==> config.mk <==
export PLATFORM = sky130hd
export DESIGN_NAME = single_wire_comm_port
export DESIGN_NICKNAME = d
export VERILOG_FILES = /design/src/design/swc_pkg.sv /design/src/design/single_wire_comm_port.sv
export VERILOG_INCLUDE_DIRS = /design/src /design/src/design
export SDC_FILE = /design/constraint.sdc
export NUM_CORES = 1
export LEC_CHECK = 0
export BUFFER_PORTS_ARGS = -buffer_cell sky130_fd_sc_hd__buf_4
export CORE_UTILIZATION = 50
export CTS_BUF_LIST = sky130_fd_sc_hd__clkbuf_8
export DETAILED_ROUTE_END_ITERATION = 10
export GPL_ROUTABILITY_DRIVEN = 0
export PLACE_DENSITY = 0.69
export SLEW_MARGIN = 25
export SYNTH_ARGS = -nofsm -noshare
export SYNTH_HDL_FRONTEND = slang
export SYNTH_SLANG_ARGS = --single-unit
==> constraint.sdc <==
create_clock -name core_clk -period 7.05 [get_ports core_clk]
set_input_delay 1.41 -clock core_clk [delete_from_list [all_inputs] [get_ports core_clk]]
set_output_delay 1.41 -clock core_clk [all_outputs]
set_load 0.005 [all_outputs]
==> src/design/swc_regs.svh <==
// Register offsets, field positions and reset values of the single-wire port
`ifndef SWC_REGS_SVH
`define SWC_REGS_SVH

`define OFS_BAUD_LO 16'he20c
`define OFS_BAUD_HI 16'he20d
`define OFS_SYSCTL 16'he20e
`define OFS_STATE 16'he20f
`define OFS_FORMAT 16'he210

`define DIV_RST 16'hffff
`define DIV_LO_RST 8'hff
`define DIV_DEBUG_MAX 16'h0030
`define MODE_RST 1'b1
`define FMT_RST 8'h00
`define DEBUG_FMT 8'h03

`define SYS_MODE 7
`define SYS_PERR 6
`define SYS_FERR 5
`define SYS_RST_MODE 1
`define SYS_RST_ROOT 0

`define FMT_LEN 1:0
`define FMT_STOP 2
`define FMT_PAR 5:3
`define FMT_PAR_EN 3
`define FMT_PAR_KIND 5:4
`define FMT_MASK 6
`define LEN_BASE 4'h5
`define PAR_HIGH 3'h5

`define AB_LAST_FALL 3'h3
`define AB_SHIFT 3

`endif

==> src/design/swc_pkg.sv <==
// Types shared by the single-wire port design
`default_nettype none

package swc_pkg;

    typedef enum logic [4:0] {
        RX_IDLE = 5'h01,
        RX_START = 5'h02,
        RX_DATA = 5'h04,
        RX_PAR = 5'h08,
        RX_STOP = 5'h10
    } rx_state_t;

    typedef enum logic [4:0] {
        TX_IDLE = 5'h01,
        TX_START = 5'h02,
        TX_DATA = 5'h04,
        TX_PAR = 5'h08,
        TX_STOP = 5'h10
    } tx_state_t;

endpackage

`default_nettype wire

==> src/design/single_wire_comm_port.sv <==
// Single-wire serial port with auto-baud, mode control and debug flags
// Overview of operation
// - Bit rate is clock over the 16-bit divisor; rewritable any time.
// - Control bit 7 forces debug (0 to 1) or UART (1 to 0) mode.
// - Debug parity and framing flags set on errors, cleared by writing one.
// - Control bit 1 resets current mode's internal state; mode still loads from bit 7.
// - Control bit 0 returns port to awaiting divisor or 0x55 character.
// - Internal resets leave transmit and receive FIFO contents intact.
// - State register gives 16 bits: low byte first read, high second.
// - Characters carry 5 to 8 data bits, LSB first, after low start bit.
// - Odd or even parity makes ones count over data and parity odd/even.
// - Sticky parity sends fixed 1 or 0; receiver checks that value.
// - Parity disabled: no parity bit sent, none checked, no error.
// - One or two stop bits sent; receiver checks only the first.
// - Start edge sampled half a bit later; high sample returns idle.
// - Data bits sampled at centres, first one bit after start centre.
// - Parity bit sampled at centre; mismatch raises parity error.
// - First stop bit sampled; low raises framing error; back to idle.
// - Received line passes a majority-vote noise filter.
// - Mask bit decides whether own transmitted characters are received.
// - After reset, time a 0x55 8N1 character and load the divisor.
// - Parity codes: 001 odd, 011 even, 101 high, 111 low, else none.
// - Length 00..11 means 5..8 bits; stop 0 one bit, 1 two.
// - Divisor load reinitialises; above 48 UART mode, else debug mode.
//
// Decided for this implementation: strobed register access.
`timescale 1ns/10ps
`default_nettype none
`include "swc_regs.svh"

module single_wire_comm_port
    import swc_pkg::*;
(
    input wire logic core_clk, // 20 MHz oscillator clock
    input wire logic rst_n, // Synchronous reset
    input wire logic [15:0] reg_addr, // Register address
    input wire logic [7:0] reg_wdata, // Write data
    input wire logic reg_wr, // Write strobe
    input wire logic reg_rd, // Read strobe
    output logic [7:0] reg_rdata, // Read data, cycle after strobe
    input wire logic line_in, // Wire level from pin
    output logic line_out, // Level driven onto wire
    output logic line_oe, // High while driving wire
    input wire logic [7:0] tx_data, // Character to send
    input wire logic tx_valid, // Character offered
    output logic tx_ready, // Transmitter takes character
    output logic [7:0] rx_data, // Received character
    output logic rx_valid, // Received character pulse
    output logic rx_parity_err, // UART parity error pulse
    output logic rx_framing_err // UART framing error pulse
);

    // ==========================================================
    // Register decode
    logic wr_lo, wr_hi, wr_sys, wr_fmt, rd_state;
    logic [7:0] div_lo, fmt;
    logic [15:0] divisor, div_sel, ab_div, state_word;
    logic mode, perr, ferr, awaiting, state_hi, reinit, ab_done;
    rx_state_t rx_state;
    tx_state_t tx_state;

    assign wr_lo = reg_wr && (reg_addr == `OFS_BAUD_LO);
    assign wr_hi = reg_wr && (reg_addr == `OFS_BAUD_HI);
    assign wr_sys = reg_wr && (reg_addr == `OFS_SYSCTL);
    assign wr_fmt = reg_wr && (reg_addr == `OFS_FORMAT);
    assign rd_state = reg_rd && (reg_addr == `OFS_STATE);
    assign div_sel = wr_hi ? {reg_wdata, div_lo} : ab_div;

    // internal reinit
    // Reinit never reaches the FIFOs, which sit outside this block
    // FIFOs untouched
    assign reinit = wr_hi || ab_done || (wr_sys &&
        (reg_wdata[`SYS_RST_MODE] || reg_wdata[`SYS_RST_ROOT]));

    // ==========================================================
    // Divisor and mode
    // low byte staged
    always_ff @(posedge core_clk) begin
        if (!rst_n) begin
            div_lo <= `DIV_LO_RST;
        end else if (wr_lo) begin
            div_lo <= reg_wdata;
        end else if (ab_done) begin
            div_lo <= ab_div[7:0];
        end
    end

    // divisor commit
    // Taking effect on the high byte keeps the rate from glitching
    always_ff @(posedge core_clk) begin
        if (!rst_n) begin
            divisor <= `DIV_RST;
        end else if (wr_hi || ab_done) begin
            divisor <= div_sel;
        end
    end

    always_ff @(posedge core_clk) begin
        if (!rst_n) begin
            mode <= `MODE_RST;
        end else if (wr_hi || ab_done) begin
            mode <= (div_sel <= `DIV_DEBUG_MAX);
        end else if (wr_sys) begin
            mode <= reg_wdata[`SYS_MODE];
        end
    end

    always_ff @(posedge core_clk) begin
        if (!rst_n) begin
            awaiting <= 1'b1;
        end else if (wr_sys && reg_wdata[`SYS_RST_ROOT]) begin
            awaiting <= 1'b1;
        end else if (wr_hi || ab_done) begin
            awaiting <= 1'b0;
        end
    end

    always_ff @(posedge core_clk) begin
        if (!rst_n) begin
            fmt <= `FMT_RST;
        end else if (wr_fmt) begin
            fmt <= reg_wdata;
        end
    end

    // ==========================================================
    // Character format
    logic [7:0] eff_fmt, len_mask;
    logic [3:0] nbits;
    logic par_on;
    logic [15:0] half;

    // Debug traffic is always eight bits, no parity, one stop
    assign eff_fmt = mode ? `DEBUG_FMT : fmt;
    assign nbits = {2'b00, eff_fmt[`FMT_LEN]} + `LEN_BASE;
    assign len_mask = 8'hff >> (2'd3 - eff_fmt[`FMT_LEN]);
    assign par_on = eff_fmt[`FMT_PAR_EN];
    // divisor above three keeps half at least two
    assign half = {1'b0, divisor[15:1]};

    function automatic logic par_bit(input logic [1:0] kind, input logic ones);
        case (kind)
            2'b00: par_bit = ~ones;
            2'b01: par_bit = ones;
            2'b10: par_bit = 1'b1;
            default: par_bit = 1'b0;
        endcase
    endfunction

    // ==========================================================
    // Input synchroniser and noise filter
    logic sync1, sync2, rx_line, rx_prev, rx_fall;
    logic [2:0] samp;

    always_ff @(posedge core_clk) begin
        if (!rst_n) begin
            sync1 <= 1'b1;
            sync2 <= 1'b1;
        end else begin
            sync1 <= line_in;
            sync2 <= sync1;
        end
    end

    always_ff @(posedge core_clk) begin
        if (!rst_n) begin
            samp <= 3'h7;
            rx_line <= 1'b1;
            rx_prev <= 1'b1;
        end else begin
            samp <= {samp[1:0], sync2};
            rx_line <= (samp[0] & samp[1]) | (samp[1] & samp[2]) |
                (samp[0] & samp[2]);
            rx_prev <= rx_line;
        end
    end

    assign rx_fall = rx_prev && !rx_line;

    // ==========================================================
    // Auto-baud measurement
    logic ab_run;
    logic [2:0] ab_falls;
    logic [18:0] ab_cnt, ab_sum;

    // first to fifth falling edge of 0x55 spans eight bits
    assign ab_done = awaiting && ab_run && rx_fall &&
        (ab_falls == `AB_LAST_FALL);
    assign ab_sum = ab_cnt + 19'h00001;
    assign ab_div = ab_sum[18:`AB_SHIFT];

    always_ff @(posedge core_clk) begin
        if (!rst_n || !awaiting || ab_done) begin
            ab_run <= 1'b0;
            ab_falls <= 3'h0;
            ab_cnt <= 19'h00000;
        end else if (!ab_run) begin
            ab_run <= rx_fall;
            ab_cnt <= 19'h00000;
        end else begin
            ab_cnt <= ab_cnt + 19'h00001;
            if (rx_fall) begin
                ab_falls <= ab_falls + 3'h1;
            end
        end
    end

    // ==========================================================
    // Transmitter
    logic [15:0] tx_cnt;
    logic [7:0] tx_sh;
    logic [3:0] tx_idx;
    logic tx_tick, tx_par, tx_more;

    assign tx_tick = (tx_cnt == divisor - 16'h0001);
    assign tx_ready = (tx_state == TX_IDLE) && !awaiting;

    always_ff @(posedge core_clk) begin
        if (!rst_n || reinit || tx_state == TX_IDLE || tx_tick) begin
            tx_cnt <= 16'h0000;
        end else begin
            tx_cnt <= tx_cnt + 16'h0001;
        end
    end

    // Format is read live; changing it mid-character garbles that character
    always_ff @(posedge core_clk) begin
        if (!rst_n || reinit) begin
            tx_state <= TX_IDLE;
            tx_sh <= 8'h00;
            tx_idx <= 4'h0;
            tx_par <= 1'b0;
            tx_more <= 1'b0;
            line_out <= 1'b1;
            line_oe <= 1'b0;
        end else begin
            case (tx_state)
                TX_IDLE: begin
                    if (tx_valid && tx_ready) begin
                        tx_sh <= tx_data;
                        tx_par <= par_bit(eff_fmt[`FMT_PAR_KIND],
                            ^(tx_data & len_mask));
                        line_out <= 1'b0;
                        line_oe <= 1'b1;
                        tx_state <= TX_START;
                    end
                end
                TX_START: begin
                    if (tx_tick) begin
                        line_out <= tx_sh[0];
                        tx_sh <= tx_sh >> 1;
                        tx_idx <= 4'h1;
                        tx_state <= TX_DATA;
                    end
                end
                TX_DATA: begin
                    if (tx_tick) begin
                        if (tx_idx == nbits) begin
                            line_out <= par_on ? tx_par : 1'b1;
                            tx_more <= eff_fmt[`FMT_STOP];
                            tx_state <= par_on ? TX_PAR : TX_STOP;
                        end else begin
                            line_out <= tx_sh[0];
                            tx_sh <= tx_sh >> 1;
                            tx_idx <= tx_idx + 4'h1;
                        end
                    end
                end
                TX_PAR: begin
                    if (tx_tick) begin
                        line_out <= 1'b1;
                        tx_state <= TX_STOP;
                    end
                end
                TX_STOP: begin
                    if (tx_tick) begin
                        if (tx_more) begin
                            tx_more <= 1'b0;
                        end else begin
                            line_oe <= 1'b0;
                            tx_state <= TX_IDLE;
                        end
                    end
                end
                default: begin
                    tx_state <= TX_IDLE;
                    line_oe <= 1'b0;
                end
            endcase
        end
    end

    // ==========================================================
    // Receiver
    logic [15:0] rx_cnt, rx_target;
    logic [7:0] rx_sh;
    logic [3:0] rx_idx;
    logic rx_tick, rx_pbit, rx_block, rx_done, rx_pe, rx_fe;

    assign rx_block = fmt[`FMT_MASK] && (tx_state != TX_IDLE);
    // half bit to centre, then whole bits
    assign rx_target = (rx_state == RX_START) ? half : divisor;
    assign rx_tick = (rx_cnt == rx_target - 16'h0001);
    assign rx_done = (rx_state == RX_STOP) && rx_tick;
    assign rx_pe = par_on &&
        (rx_pbit != par_bit(eff_fmt[`FMT_PAR_KIND], ^rx_sh));
    assign rx_fe = !rx_line;

    always_ff @(posedge core_clk) begin
        if (!rst_n || rx_state == RX_IDLE || rx_tick) begin
            rx_cnt <= 16'h0000;
        end else begin
            rx_cnt <= rx_cnt + 16'h0001;
        end
    end

    always_ff @(posedge core_clk) begin
        if (!rst_n || reinit || awaiting || rx_block) begin
            rx_state <= RX_IDLE;
            rx_sh <= 8'h00;
            rx_idx <= 4'h0;
            rx_pbit <= 1'b0;
        end else begin
            case (rx_state)
                RX_IDLE: begin
                    if (rx_fall) begin
                        rx_sh <= 8'h00;
                        rx_idx <= 4'h0;
                        rx_state <= RX_START;
                    end
                end
                RX_START: begin
                    if (rx_tick) begin
                        rx_state <= rx_line ? RX_IDLE : RX_DATA;
                    end
                end
                RX_DATA: begin
                    if (rx_tick) begin
                        rx_sh[rx_idx[2:0]] <= rx_line;
                        rx_idx <= rx_idx + 4'h1;
                        if (rx_idx == nbits - 4'h1) begin
                            rx_state <= par_on ? RX_PAR : RX_STOP;
                        end
                    end
                end
                RX_PAR: begin
                    if (rx_tick) begin
                        rx_pbit <= rx_line;
                        rx_state <= RX_STOP;
                    end
                end
                RX_STOP: begin
                    if (rx_tick) begin
                        rx_state <= RX_IDLE;
                    end
                end
                default: begin
                    rx_state <= RX_IDLE;
                end
            endcase
        end
    end

    always_ff @(posedge core_clk) begin
        if (!rst_n) begin
            rx_data <= 8'h00;
            rx_valid <= 1'b0;
            rx_parity_err <= 1'b0;
            rx_framing_err <= 1'b0;
        end else begin
            rx_valid <= rx_done;
            rx_parity_err <= rx_done && rx_pe && !mode;
            rx_framing_err <= rx_done && rx_fe && !mode;
            if (rx_done) begin
                rx_data <= rx_sh;
            end
        end
    end

    // ==========================================================
    // Debug error flags
    // sticky flags, set beats clear
    // Parity is off in debug mode, so the parity flag stays clear
    always_ff @(posedge core_clk) begin
        if (!rst_n) begin
            perr <= 1'b0;
            ferr <= 1'b0;
        end else begin
            if (rx_done && mode && rx_pe) begin
                perr <= 1'b1;
            end else if (wr_sys && reg_wdata[`SYS_PERR]) begin
                perr <= 1'b0;
            end
            if (rx_done && mode && rx_fe) begin
                ferr <= 1'b1;
            end else if (wr_sys && reg_wdata[`SYS_FERR]) begin
                ferr <= 1'b0;
            end
        end
    end

    // ==========================================================
    // Register read
    assign state_word = {awaiting, mode, ab_run, ab_falls, rx_state[4:0],
        tx_state[4:0]};

    always_ff @(posedge core_clk) begin
        if (!rst_n) begin
            state_hi <= 1'b0;
        end else if (rd_state) begin
            state_hi <= !state_hi;
        end
    end

    always_ff @(posedge core_clk) begin
        if (!rst_n || !reg_rd) begin
            reg_rdata <= 8'h00;
        end else begin
            case (reg_addr)
                `OFS_BAUD_LO: reg_rdata <= div_lo;
                `OFS_BAUD_HI: reg_rdata <= divisor[15:8];
                `OFS_SYSCTL: reg_rdata <= {mode, perr, ferr, 5'h00};
                `OFS_STATE: reg_rdata <= state_hi ? state_word[15:8] :
                    state_word[7:0];
                `OFS_FORMAT: reg_rdata <= fmt;
                default: reg_rdata <= 8'h00;
            endcase
        end
    end
endmodule

`default_nettype wire

## Yosys cells after proc, flatten, opt, wreduce, memory -nomap -nowiden

Cells that the tools add are included.

- Bitwise logic cells: 11
- Reductions and logical operators: 71
- Multiplexer cells: 66
- Shift-type cells: 1
- Equal/unequal tests: 38
- Magnitude comparators: 3
- $add $sub $neg: 11

Operators by type and width:

| operator | number |
|---|---|
| equality test 16 bit (second input constant) | 5 |
| two-way mux 8 bit | 9 |
| two-way mux 5 bit | 14 |
| one-hot mux 5 bit (5 select lines) | 2 |
| one-hot mux 8 bit (5 select lines) | 1 |
| adder 16 x 1 -> 16 bit (second input constant) | 2 |
| equality test 16 bit | 2 |
| two-way mux 16 bit | 2 |
| subtractor 16 x 1 -> 16 bit (second input constant) | 2 |
| logical AND 1 bit | 26 |
| inequality test 2 bit (second input constant) | 13 |
| one-hot mux 8 bit (3 select lines) | 1 |
| two-way mux 1 bit | 20 |
| two-way mux 4 bit | 5 |
| adder 19 x 1 -> 19 bit (second input constant) | 1 |
| <= comparator 16 x 6 -> 1 bit (second input constant) | 1 |
| one-hot mux 4 bit (2 select lines) | 2 |
| one-hot mux 8 bit (2 select lines) | 1 |
| XOR reduction 8 bit | 2 |
| nonzero test 2 bit | 7 |
| logical OR 1 bit | 13 |
| AND reduction 4 bit | 3 |
| equality test 5 x 1 -> 1 bit (second input constant) | 2 |
| equality test 5 x 2 -> 1 bit (second input constant) | 2 |
| 40 further kinds | 63 |

- Bits of input ports: 38
- Logic and storage cells: 235
- Register bits after elaboration: 157

## Logic depth before layout (Yosys ltp)

Gate-level depths: netlist of the first run.

- Word-level depth: 9
- Mapped depth: 18
- Mapped depth without buffers: 14

## Worst setup path after synthesis of the first run

Ideal clock, no wire load.

- Path type: flip-flop to flip-flop
- Start: register rx_state[4]
- End: register ferr
- Data required time: 6.985 ns
- Buffers on the path: 4
- Slack: 2.850 ns
- Arrival time: 4.135 ns
- Stages on the path, launching flop included: 19
- Library setup time: 0.065 ns
- Cell sequence: dfxtp_1 clkbuf_1 or3b_1 buf_2 nor2_2 buf_2 nor2_1 a21oi_1 ha_1 nand2b_1 or4_4 or3_1 a31oi_1 o22a_2 nand4_4 or4b_1 buf_6 o31a_1 nor2_1

- Longest elaborated chain between the ends: 8
- Elaborated cells between the ends (all ways): 10

RTL lines:

| item | RTL line | text |
|---|---|---|
| start: declaration | single_wire_comm_port.sv:59 | `rx_state_t rx_state;` |
| start signal: assignment | single_wire_comm_port.sv:334 | `rx_state <= rx_line ? RX_IDLE : RX_DATA;` |
| start signal: assignment | single_wire_comm_port.sv:342 | `rx_state <= par_on ? RX_PAR : RX_STOP;` |
| equality test 5 x 2 -> 1 bit | single_wire_comm_port.sv:302 | `assign rx_target = (rx_state == RX_START) ? half : divisor;` |
| two-way mux 16 bit | single_wire_comm_port.sv:302 |  |
| subtractor 16 x 1 -> 16 bit | single_wire_comm_port.sv:303 | `assign rx_tick = (rx_cnt == rx_target - 16'h0001);` |
| equality test 16 bit | single_wire_comm_port.sv:303 |  |
| logical AND 1 bit * | single_wire_comm_port.sv:304 | `assign rx_done = (rx_state == RX_STOP) && rx_tick;` |
| logical AND 1 bit * (2 in series) | single_wire_comm_port.sv:394 | `if (rx_done && mode && rx_fe) begin` |
| two-way mux 1 bit / nonzero test 2 bit (equally long branches) | n/a |  |
| end signal: assignment | single_wire_comm_port.sv:387 | `ferr <= 1'b0;` |
| end signal: assignment | single_wire_comm_port.sv:395 | `ferr <= 1'b1;` |
| end signal: assignment | single_wire_comm_port.sv:397 | `ferr <= 1'b0;` |
| end: declaration | single_wire_comm_port.sv:58 | `logic mode, perr, ferr, awaiting, state_hi, reinit, ab_done;` |

Mark *: on every way between the ends. The rest lies on a longest branch, timed or not.
A chain may end at the register's enable or synchronous reset.

## Final worst setup path of the first run

- Start: register rx_state[1]
- End: register ferr

The elaborated chain is that of the path after synthesis.

==> results of run 1 <==
[state kept, by name, indices dropped and copies added, names as in the netlist, 3 cells and up]
register   flops
reg_rdata      8
fmt            8
tx_idx         4
tx_state       5
ab_falls       3
div_lo         8
rx_cnt        16
rx_state       5
tx_cnt        16
ab_cnt        19
tx_sh          8
rx_idx         4
rx_sh          8
divisor       16
samp           3
rx_data        8
[cell families (layout without fill, tap and decap cells)]
| family | after synthesis | count (layout) | synth area share |
|---|---|---|---|
| adders and majority gates | 11 | 11 | 0.0153 |
| AOI/OAI and AO/OA | 245 | 245 | 0.185 |
| and+or+nand+nor | 497 | 497 | 0.282 |
| DFF | 157 | 157 | 0.349 |
| buffers and inverters | 100 | 131 | 0.0439 |
| muxes | 30 | 30 | 0.0358 |
| xor gates and xnor gates | 92 | 92 | 0.0894 |
[layer usage]
| metal | track usage | vias up | routed length (µm) |
|---|---|---|---|
| met2 | 0.403 | 324 | 10400 |
| li1 | - | 4113 | - |
| met4 | 0.104 | 0 | 764 |
| met1 | 0.380 | 3882 | 11400 |
| met5 | 0 | - | 0 |
| met3 | 0.0522 | 58 | 1640 |
[worst paths after layout]
path	end	startpoint	cells past startpoint	slack (ns)
setup / recovery	ferr$_SDFFE_PN0P_	rx_state[1]$_SDFFE_PP0P_	14	2.11
hold / removal	samp[0]$_SDFF_PN1_	sync2$_SDFF_PN1_	1	0.41
setup reg to reg	ferr$_SDFFE_PN0P_	rx_state[1]$_SDFFE_PP0P_	14	2.11
hold reg to reg	samp[0]$_SDFF_PN1_	sync2$_SDFF_PN1_	1	0.41
[worst reg2reg max path, delay by kind of cell (launching register included)]
family	cells	cell delay (ns)
DFF	1	0.47
AOI/OAI and AO/OA	4	0.90
and+or+nand+nor	9	3.22
adders and majority gates	1	0.27
[cells in the final DEF (no fill, tap or decap), types with 4 or more instances in the layout]
cell type   Yosys  routed
buf_4           0      64
and3_1         29      29
dfxtp_1       157     157
nor4b_1         4       4
and2_1          5       5
xnor2_1        45      45
and4_1          5       5
nand2b_1       12      12
nor2_1        136     135
or4_1           6       6
mux2_2          8       8
a31oi_1        11      11
mux2i_1        21      21
nand4_1        16      16
ha_1           11      11
xor2_1         47      47
o22ai_1         6       6
o221ai_1        4       4
clkinvlp_4      0       4
a22oi_1        15      15
clkbuf_8        0      17
o31ai_1         7       7
or3_1           6       6
a21o_1          4       4
nor3_1         31      31
or2_2           9       9
o21ai_0        41      41
nor2b_1        16      16
nand2_1       105     105
nand3_1        65      65
inv_6           0       4
a21oi_1        58      58
nand3b_1       11      11
nor4_1         15      15
inv_1          35      36
inv_8           0       4
o21a_1          4       4
o211ai_1       21      21
a211oi_1       20      20
[cell type report]
type                    count  share of cell area
clock buffers              17              0.0237
clock inverters            15              0.0129
inverters                  35              0.0133
multi-input cells         875               0.555
flip-flops and latches    157               0.318
well taps                 225              0.0285
repair buffers             64              0.0486
[where the power goes]
| group | internal (mW) | total (mW) | leakage (nW) | switching, mW |
|---|---|---|---|---|
| Clock | 0.255 | 0.636 | 0.178 | 0.381 |
| Sequential | 0.887 | 0.887 | 1.27 | 0.000330 |
| Combinational | 0.0234 | 0.0511 | 1.90 | 0.0277 |
| Total | 1.16 | 1.57 | 3.35 | 0.409 |
[through the flow]
step / hold slack [ns] / setup slack [ns] / power (mW) / cell area, µm²
floorplan: 0.386 / 2.85 / 0.931 / 9010
global placement: 0.399 / 2.33 / 0.958 / 9510
detailed placement: 0.401 / 2.23 / 0.958 / 9520
CTS: 0.421 / 2.17 / 1.59 / 9880
global route: 0.442 / 1.77 / 1.63 / 9890
finish: 0.415 / 2.11 / 1.57 / 9890
==> results by group, run 1 <==
Logic synthesis
  • Yosys top cell by area: dfxtp_1
  • Post-synthesis sequential area ratio: 0.349
  • Count of state elements after synthesis: 157
  • Ranking of synthesized cells by area: dfxtp_1, nor2_1, xor2_1
  • Dominant synthesized flop cell: dfxtp_1
  • Share of the synthesized area in the top cell type: 0.349
  • Post-Syn Instances: 1132
  • Syn_nets: 1181
  • Post-Syn Area per Cell: approximately 8 µm²
  • Mapped Area: 0.00901 mm²
  • Most common cell in the netlist: dfxtp_1
  • Yosys cell types: 88
  • Post-synth top cells: dfxtp_1, nor2_1, nand2_1
  • Number of synthesized flops with an enable pin: 0
  • Async SR Flop Fraction: 0
  • Synth warn: 0

Clock tree
  • CTS tree: done
  • Post-CTS setup buffer count: 0
  • Num CTS Buffers: 17
  • Root Buffer: clkbuf_8
  • Num Clock Sinks: 157
  • Hold Buf Count CTS: 0
  • Worst-Skew Late Latency: 0.48 ns
  • Post-CTS sizing: 0
  • Clock transition at the registers of the reported paths: 0.10 ns
  • Worst-case clock buffer depth: 2
  • # H-tree levels: 4

Floorplanning
  • Die ar.: 0.0186 mm²
  • Die width: between 100 and 150 µm
  • Site row count: 48
  • Top Ports: 60
  • Core box area: approximately 0.017 mm²
  • Die Height: 136 µm
  • Starting Density: 0.517

Layout
  • Final Util: 0.568
  • Share of cells above drive strength 1: 0.116
  • Final net count: roughly 1200
  • Sequential Area: 0.00314 mm²
  • Multi-input gate area: 0.00549 mm²
  • Finished Layout Cells: between 1000 and 1500
  • Fill cell total of the finished layout: 1678
  • Antenna cells: 0
  • Area growth syn-to-layout: 9.72%

STA
  • Fin. max-slew vios: 0
  • Final hold violations: 0
  • Slew headroom: 0.333
  • Period utilization: 0.700
  • Fmax: 203 MHz
  • Final setup violation count: 0
  • Setup Skew: 0.0162 ns
  • Least-Margin Pin Slew: just under 1 ns
  • Final worst path period need: 4.94 ns
  • Setup repair after global routing missed its margin: false
  • Setup TNS: 0 ns

Route
  • Post-Route WL: approximately 24000 µm
  • WL/cell: 17.4 µm
  • DRT antenna net count: 0
  • Router iterations before antenna repair: 6
  • Number of DRC markers in iteration 0: 900
  • DR vias: 8377
  • Vias/cell: 6.04
  • DRC Markers: 0

Global route
  • Initial antenna violation count: 0
  • Largest net degree at the start of global routing: 41
  • Remaining global-route overflow: 0
  • First-pass GRT wire length: 39100 µm
  • Total Routing Usage GR: 0.270
  • Vias in the first global route: 7586

Pwr
  • Max rail drop VDD: 0.000150 V
  • Power density cells: 159 mW/mm²
  • Leak Pwr: 3.35 nW

Worst setup path
  • Crit-path leading delay family: simple AND/OR/NAND/NOR gates
  • Maximum fanout along the worst path: 14
  • Worst-path cell chain: or3b_1 -> nor2_2 -> nor2_1 -> a21oi_1 -> ha_1 -> nand2b_1 -> or4_4 -> or3_1 -> a31oi_1 -> o22a_2 -> nand4_4 -> or4b_1 -> o31a_1 -> nor2_1
  • Buf/Inv on CP: 0
  • Worst path slowest cell: or4b_1
  • Setup crit end kind: flip-flop
  • Worst EP required: 7.45 ns
  • Worst Setup Start Kind: flip-flop
  • CP peak stage delay: 0.86 ns
  • Arr. time, crit path: approximately 5.3 ns
  • Type of the worst setup path: reg -> reg
  • Most frequent CP cell: nor2_1

Run
  • Max Cap Violations: 0

Min path
  • HP Class: reg -> reg

Placed design
  • # port buffers: 59
  • Dpl hpwl: 17500 µm
  • Inst Count DP: 1356

Status
  • Status: finished, final reports clean
No activity file was read; power rests on OpenSTA's default activity.
==> inputs of run 2 (changes only) <==
==> constraint.sdc (replaced) <==
create_clock -name core_clk -period 5.03 [get_ports core_clk]
set_input_delay 1.006 -clock core_clk [delete_from_list [all_inputs] [get_ports core_clk]]
set_output_delay 1.006 -clock core_clk [all_outputs]
set_load 0.005 [all_outputs]
==> results by group, run 2 (same netlist as run 1, synthesis figures left out) <==
Route
  • Number of DRC markers in iteration 0: approximately 860
  • DRC Markers: 0
  • DRT antenna net count: 0
  • DR vias: 8469
  • Router iterations before antenna repair: 5
  • Post-Route WL: approximately 24000 µm
  • Vias/cell: about 6.1
  • WL/cell: between 15 and 20 µm

Global route
  • First-pass GRT wire length: around 40000 µm
  • Total Routing Usage GR: 0.273
  • Largest net degree at the start of global routing: 39
  • Vias in the first global route: 7679
  • Initial antenna violation count: 0
  • Remaining global-route overflow: 0

STA
  • Setup TNS: 0 ns
  • Setup repair after global routing missed its margin: false
  • Period utilization: 0.940
  • Fmax: 212 MHz
  • Slew headroom: 0.337
  • Setup Skew: 0.0194 ns
  • Final worst path period need: approximately 4.7 ns
  • Final setup violation count: 0
  • Final hold violations: 0
  • Worst hold slack: ~0.42 ns
  • Fin. max-slew vios: 0
  • Least-Margin Pin Slew: 0.982 ns

Placed design
  • Dpl hpwl: 17600 µm
  • # port buffers: roughly 60
  • Placed cell areas: 0.00955 mm²

Clock tree
  • Worst-Skew Late Latency: 0.48 ns
  • Worst-case clock buffer depth: 2
  • Num CTS Buffers: 17
  • Num Clock Sinks: 157
  • # H-tree levels: 4
  • Hold Buf Count CTS: 0
  • Post-CTS sizing: 0
  • Root Buffer: clkbuf_8
  • Post-CTS setup buffer count: 0
  • Clock transition at the registers of the reported paths: approximately 0.10 ns
  • CTS tree: done

Layout
  • Final Util: 0.571
  • Share of cells above drive strength 1: 0.120
  • Antenna cells: 0
  • Final Cell Area: about 0.010 mm²
  • Most frequent cells in the layout: dfxtp_1, nor2_1, nand2_1, buf_4, nand3_1
  • Biggest register: ab_cnt
  • Final net count: 1203
  • Most common cell after layout, fill and taps aside: dfxtp_1
  • Max reg flops: 19
  • Area growth syn-to-layout: 10.5%
  • Fill cell total of the finished layout: 1670

Worst setup path
  • Reg-to-Reg Start: rx_state[4]$_SDFFE_PP0P_
  • Critical Path Source: rx_state[4]$_SDFFE_PP0P_
  • Type of the worst setup path: reg -> reg
  • CP endpoint: ferr$_SDFFE_PN0P_
  • Setup crit end kind: flip-flop
  • Worst path slowest cell: or4b_1
  • Worst-path cell chain: or3b_1 -> nor2_2 -> buf_4 -> a21oi_1 -> ha_1 -> nand2b_1 -> or4_4 -> or3_1 -> a31oi_1 -> o22a_2 -> nand4_4 -> or4b_1 -> o31a_1 -> nor2_1
  • Maximum fanout along the worst path: 10
  • Reg2Reg Setup Slack: 0.30 ns
  • Worst EP required: 5.44 ns
  • Worst R2R End: ferr$_SDFFE_PN0P_
  • FF-to-FF path depth: 14
  • CP peak stage delay: 0.87 ns
  • Worst Setup Start Kind: flip-flop
  • Arr. time, crit path: 5.14 ns

Pwr
  • Power density cells: 230 mW/mm²
  • Leak Pwr: approximately 3.4 nW
  • Max rail drop VDD: 0.000240 V
  • Final Total Pwr: 2.29 mW

Min path
  • HP Class: reg -> reg
  • Hold wc startpoint: sync2$_SDFF_PN1_

Floorplanning
  • Core box area: 0.0174 mm²
  • Die Height: 136 µm
  • Die ar.: 0.0186 mm²
  • Starting Density: 0.517
  • Die width: 136 µm
  • Top Ports: 60
  • Site row count: 48

Run
  • Max Cap Violations: 0

Status
  • Status: finished, final reports clean
==> run 2: cell types whose count changed in the layout (fill, tap and decap cells not counted) <==
cell | before | now
buf_4 | 64 | 68
bufinv_16 | 0 | 1
clkbuf_8 | 17 | 18
clkinv_2 | 1 | 2
clkinv_4 | 1 | 3
clkinv_8 | 0 | 1
clkinvlp_4 | 4 | 0
inv_1 | 36 | 35
inv_8 | 4 | 3
==> run 2: area by class of cell <==
type,count,area (µm²),area share
Timing Repair Buffer,68,510,0.0513
Tap cell,225,282,0.0283
Sequential cell,157,3140,0.316
Inverter,35,131,0.0132
Multi-Input combinational cell,875,5490,0.551
Clock buffer,18,248,0.0249
Clock inverter,14,151,0.0152
==> run 2: layer usage <==
metal / vias to the layer above / wire length (µm) / global-route usage
met2: 351 / 10700 / 0.414
li1: 4133 / - / -
met5: - / 0 / 0
met3: 46 / 1780 / 0.0574
met1: 3939 / 11400 / 0.382
met4: 0 / 565 / 0.0895
==> run 2: power by group <==
group,internal [mW],switching (mW),total [mW]
clock,0.425,0.553,0.978
combinational,0.0333,0.0389,0.0722
sequential,1.24,0.000435,1.24
total,1.70,0.593,2.29
==> run 2: worst max-delay path: cells and delay by family, from the launching register on <==
kind,cells,cell delay [ns]
flops,1,0.53
fa+ha+maj,1,0.33
compound gates,4,0.99
simple gates,8,2.61
buf+inv,1,0.19
==> run 2: per-stage QoR <==
| stage | setup slack [ns] | cells |
|---|---|---|
| finish | 0.303 | 1392 |
| global route | 0.0533 | 1392 |
| CTS | 0.385 | 1392 |
| detailed placement | 0.437 | 1360 |
| global placement | 0.539 | 1360 |
| floorplan | 0.830 | 1132 |
==> run 2: how the worst min path moves through the flow <==
stage,endpoint,slack (ns),depth (start not counted)
floorplan,samp[0]$_SDFF_PN1_,0.39,1
global placement,samp[0]$_SDFF_PN1_,0.39,1
detailed placement,samp[0]$_SDFF_PN1_,0.39,1
CTS,samp[0]$_SDFF_PN1_,0.42,1
global route,sync2$_SDFF_PN1_,0.45,1
finish,samp[0]$_SDFF_PN1_,0.42,1
==> inputs of run 3 (changes only) <==
--- a/config.mk
+++ b/config.mk
@@ -7,6 +7,7 @@
 export NUM_CORES = 1
 export LEC_CHECK = 0
 export BUFFER_PORTS_ARGS = -buffer_cell sky130_fd_sc_hd__buf_4
+export CAP_MARGIN = 20
 export CORE_UTILIZATION = 50
 export CTS_BUF_LIST = sky130_fd_sc_hd__clkbuf_8
 export DETAILED_ROUTE_END_ITERATION = 10
==> constraint.sdc (replaced) <==
create_clock -name core_clk -period 4.9 [get_ports core_clk]
set_input_delay 0.98 -clock core_clk [delete_from_list [all_inputs] [get_ports core_clk]]
set_output_delay 0.98 -clock core_clk [all_outputs]
set_load 0.005 [all_outputs]
==> results by group, run 3 (same netlist as run 1, synthesis figures left out) <==
Route
  • Number of DRC markers in iteration 0: 859
  • Router iterations before antenna repair: 5
  • DRT antenna net count: 0
  • DR vias: 8462
  • DRC Markers: 0
  • WL/cell: 17.6 µm
  • Post-Route WL: 24500 µm
  • Vias/cell: 6.08

Clock tree
  • Worst-case clock buffer depth: 2
  • CTS tree: done
  • Root Buffer: clkbuf_8
  • Post-CTS sizing: 0
  • Num Clock Sinks: 157
  • Post-CTS setup buffer count: 0
  • Num CTS Buffers: 17
  • Clock transition at the registers of the reported paths: about 0.090 ns
  • # H-tree levels: 4
  • Hold Buf Count CTS: 0
  • Worst-Skew Late Latency: 0.47 ns

Placed design
  • Placed cell areas: between 0.009 and 0.01 mm²
  • # port buffers: between 50 and 60
  • Dpl ws: 0.477 ns
  • Dpl hpwl: 17900 µm

Layout
  • Fill cell total of the finished layout: approximately 1600
  • Biggest register: ab_cnt
  • Area growth syn-to-layout: 10.7%
  • Sequential Area: 0.00314 mm²
  • Max reg flops: 19
  • Most common cell after layout, fill and taps aside: dfxtp_1
  • Share of cells above drive strength 1: 0.120
  • Most frequent cells in the layout: dfxtp_1, nor2_1, nand2_1, buf_4, nand3_1
  • Final Cell Area: 0.00997 mm²
  • Antenna cells: 0
  • Final net count: 1205
  • Final Util: 0.573
  • Multi-input gate area: 0.00548 mm²

Worst setup path
  • Worst R2R End: rx_data[1]$_SDFFE_PN0N_
  • Type of the worst setup path: reg -> reg
  • Worst EP required: 5.24 ns
  • Setup crit end kind: flip-flop
  • Maximum fanout along the worst path: 9
  • Worst Setup Start Kind: flip-flop
  • Critical Path Source: rx_state[1]$_SDFFE_PP0P_
  • CP endpoint: rx_data[1]$_SDFFE_PN0N_
  • Reg2Reg Setup Slack: 0.42 ns
  • Arr. time, crit path: ~4.8 ns
  • FF-to-FF path depth: 14
  • Reg-to-Reg Start: rx_state[1]$_SDFFE_PP0P_

Floorplanning
  • Die width: 136 µm
  • Die ar.: 0.0186 mm²
  • Die Height: 136 µm
  • Core box area: 0.0174 mm²
  • Top Ports: 60
  • Starting Density: 0.517
  • Site row count: 48

Global route
  • First-pass GRT wire length: about 39000 µm
  • Initial antenna violation count: 0
  • Total Routing Usage GR: 0.271
  • Remaining global-route overflow: 0
  • Vias in the first global route: 7620
  • Largest net degree at the start of global routing: 39

STA
  • Least-Margin Pin Slew: slightly above 1 ns
  • Fmax: 223 MHz
  • Setup repair after global routing missed its margin: false
  • Setup TNS: 0 ns
  • Final worst path period need: 4.48 ns
  • Slew headroom: 0.301
  • Period utilization: 0.915
  • Setup ws final: between 0.4 and 0.5 ns
  • Fin. max-slew vios: 0
  • Final hold violations: 0
  • Final setup violation count: 0
  • Setup Skew: about 0.017 ns

Pwr
  • Leak Pwr: 3.40 nW
  • Max rail drop VDD: between 0.0002 and 0.0003 V
  • Power density cells: 240 mW/mm²

Run
  • Max Cap Violations: 0

Min path
  • HP Class: reg -> reg

Status
  • Status: finished, final reports clean
[run 3: changes by cell type in the layout (fill, tap and decap cells not counted), moves of 2 or more]
| cell | change |
|---|---|
| clkinvlp_4 | +2 |
| clkinv_2 | -2 |
| buf_4 | +2 |
| inv_8 | -2 |
| bufinv_16 | +2 |
[run 3: worst min-delay path by stage]
stage	start	end	slack (ns)	depth (start not counted)
6_report	sync1$_SDFF_PN1_	sync2$_SDFF_PN1_	0.42	1
5_1_grt	sync1$_SDFF_PN1_	sync2$_SDFF_PN1_	0.44	1
4_1_cts	sync2$_SDFF_PN1_	samp[0]$_SDFF_PN1_	0.43	1
3_5_place_dp	sync1$_SDFF_PN1_	sync2$_SDFF_PN1_	0.40	1
3_3_place_gp	sync2$_SDFF_PN1_	samp[0]$_SDFF_PN1_	0.39	1
2_1_floorplan	sync2$_SDFF_PN1_	samp[0]$_SDFF_PN1_	0.39	1
[run 3: routing by layer]
metal | wire (µm) | GRT usage | share of wire
met1 | 11300 | 0.374 | 0.46
met2 | 10800 | 0.407 | 0.44
met3 | 1740 | 0.0578 | 0.071
met4 | 655 | 0.110 | 0.027
met5 | 0 | 0 | 0
[run 3: report_power, final]
group,internal [mW],switching (mW)
Sequential,1.28,0.000494
Clock,0.511,0.533
Combinational,0.0342,0.0396
Total,1.82,0.573
[run 3: critical path, cell delays in order, from the launching register on]
cell	delay, ns
dfxtp_1	0.46
or3b_1	0.41
nor2_2	0.28
nor2_1	0.07
a21oi_1	0.12
ha_1	0.25
nand2b_1	0.16
or4_4	0.46
or3_1	0.37
a31oi_1	0.17
o22a_2	0.22
nand4_4	0.13
or4b_1	0.87
mux2i_1	0.31
nor2_1	0.06
[run 3: stage by stage]
step,power [mW],hold WS (ns),cells
2_1_floorplan,1.34,0.386,1132
3_3_place_gp,1.38,0.394,1362
3_5_place_dp,1.38,0.398,1362
4_1_cts,2.41,0.426,1392
5_1_grt,2.47,0.444,1392
6_report,2.39,0.424,1392
[run 3: cell type report]
| cell class | instances | area share |
|---|---|---|
| Multi-Input combinational cell | 875 | 0.549 |
| Sequential cell | 157 | 0.315 |
| Timing Repair Buffer | 70 | 0.0527 |
| Tap cell | 225 | 0.0282 |
| Clock buffer | 17 | 0.0235 |
| Clock inverter | 13 | 0.0178 |
| Inverter | 35 | 0.0132 |
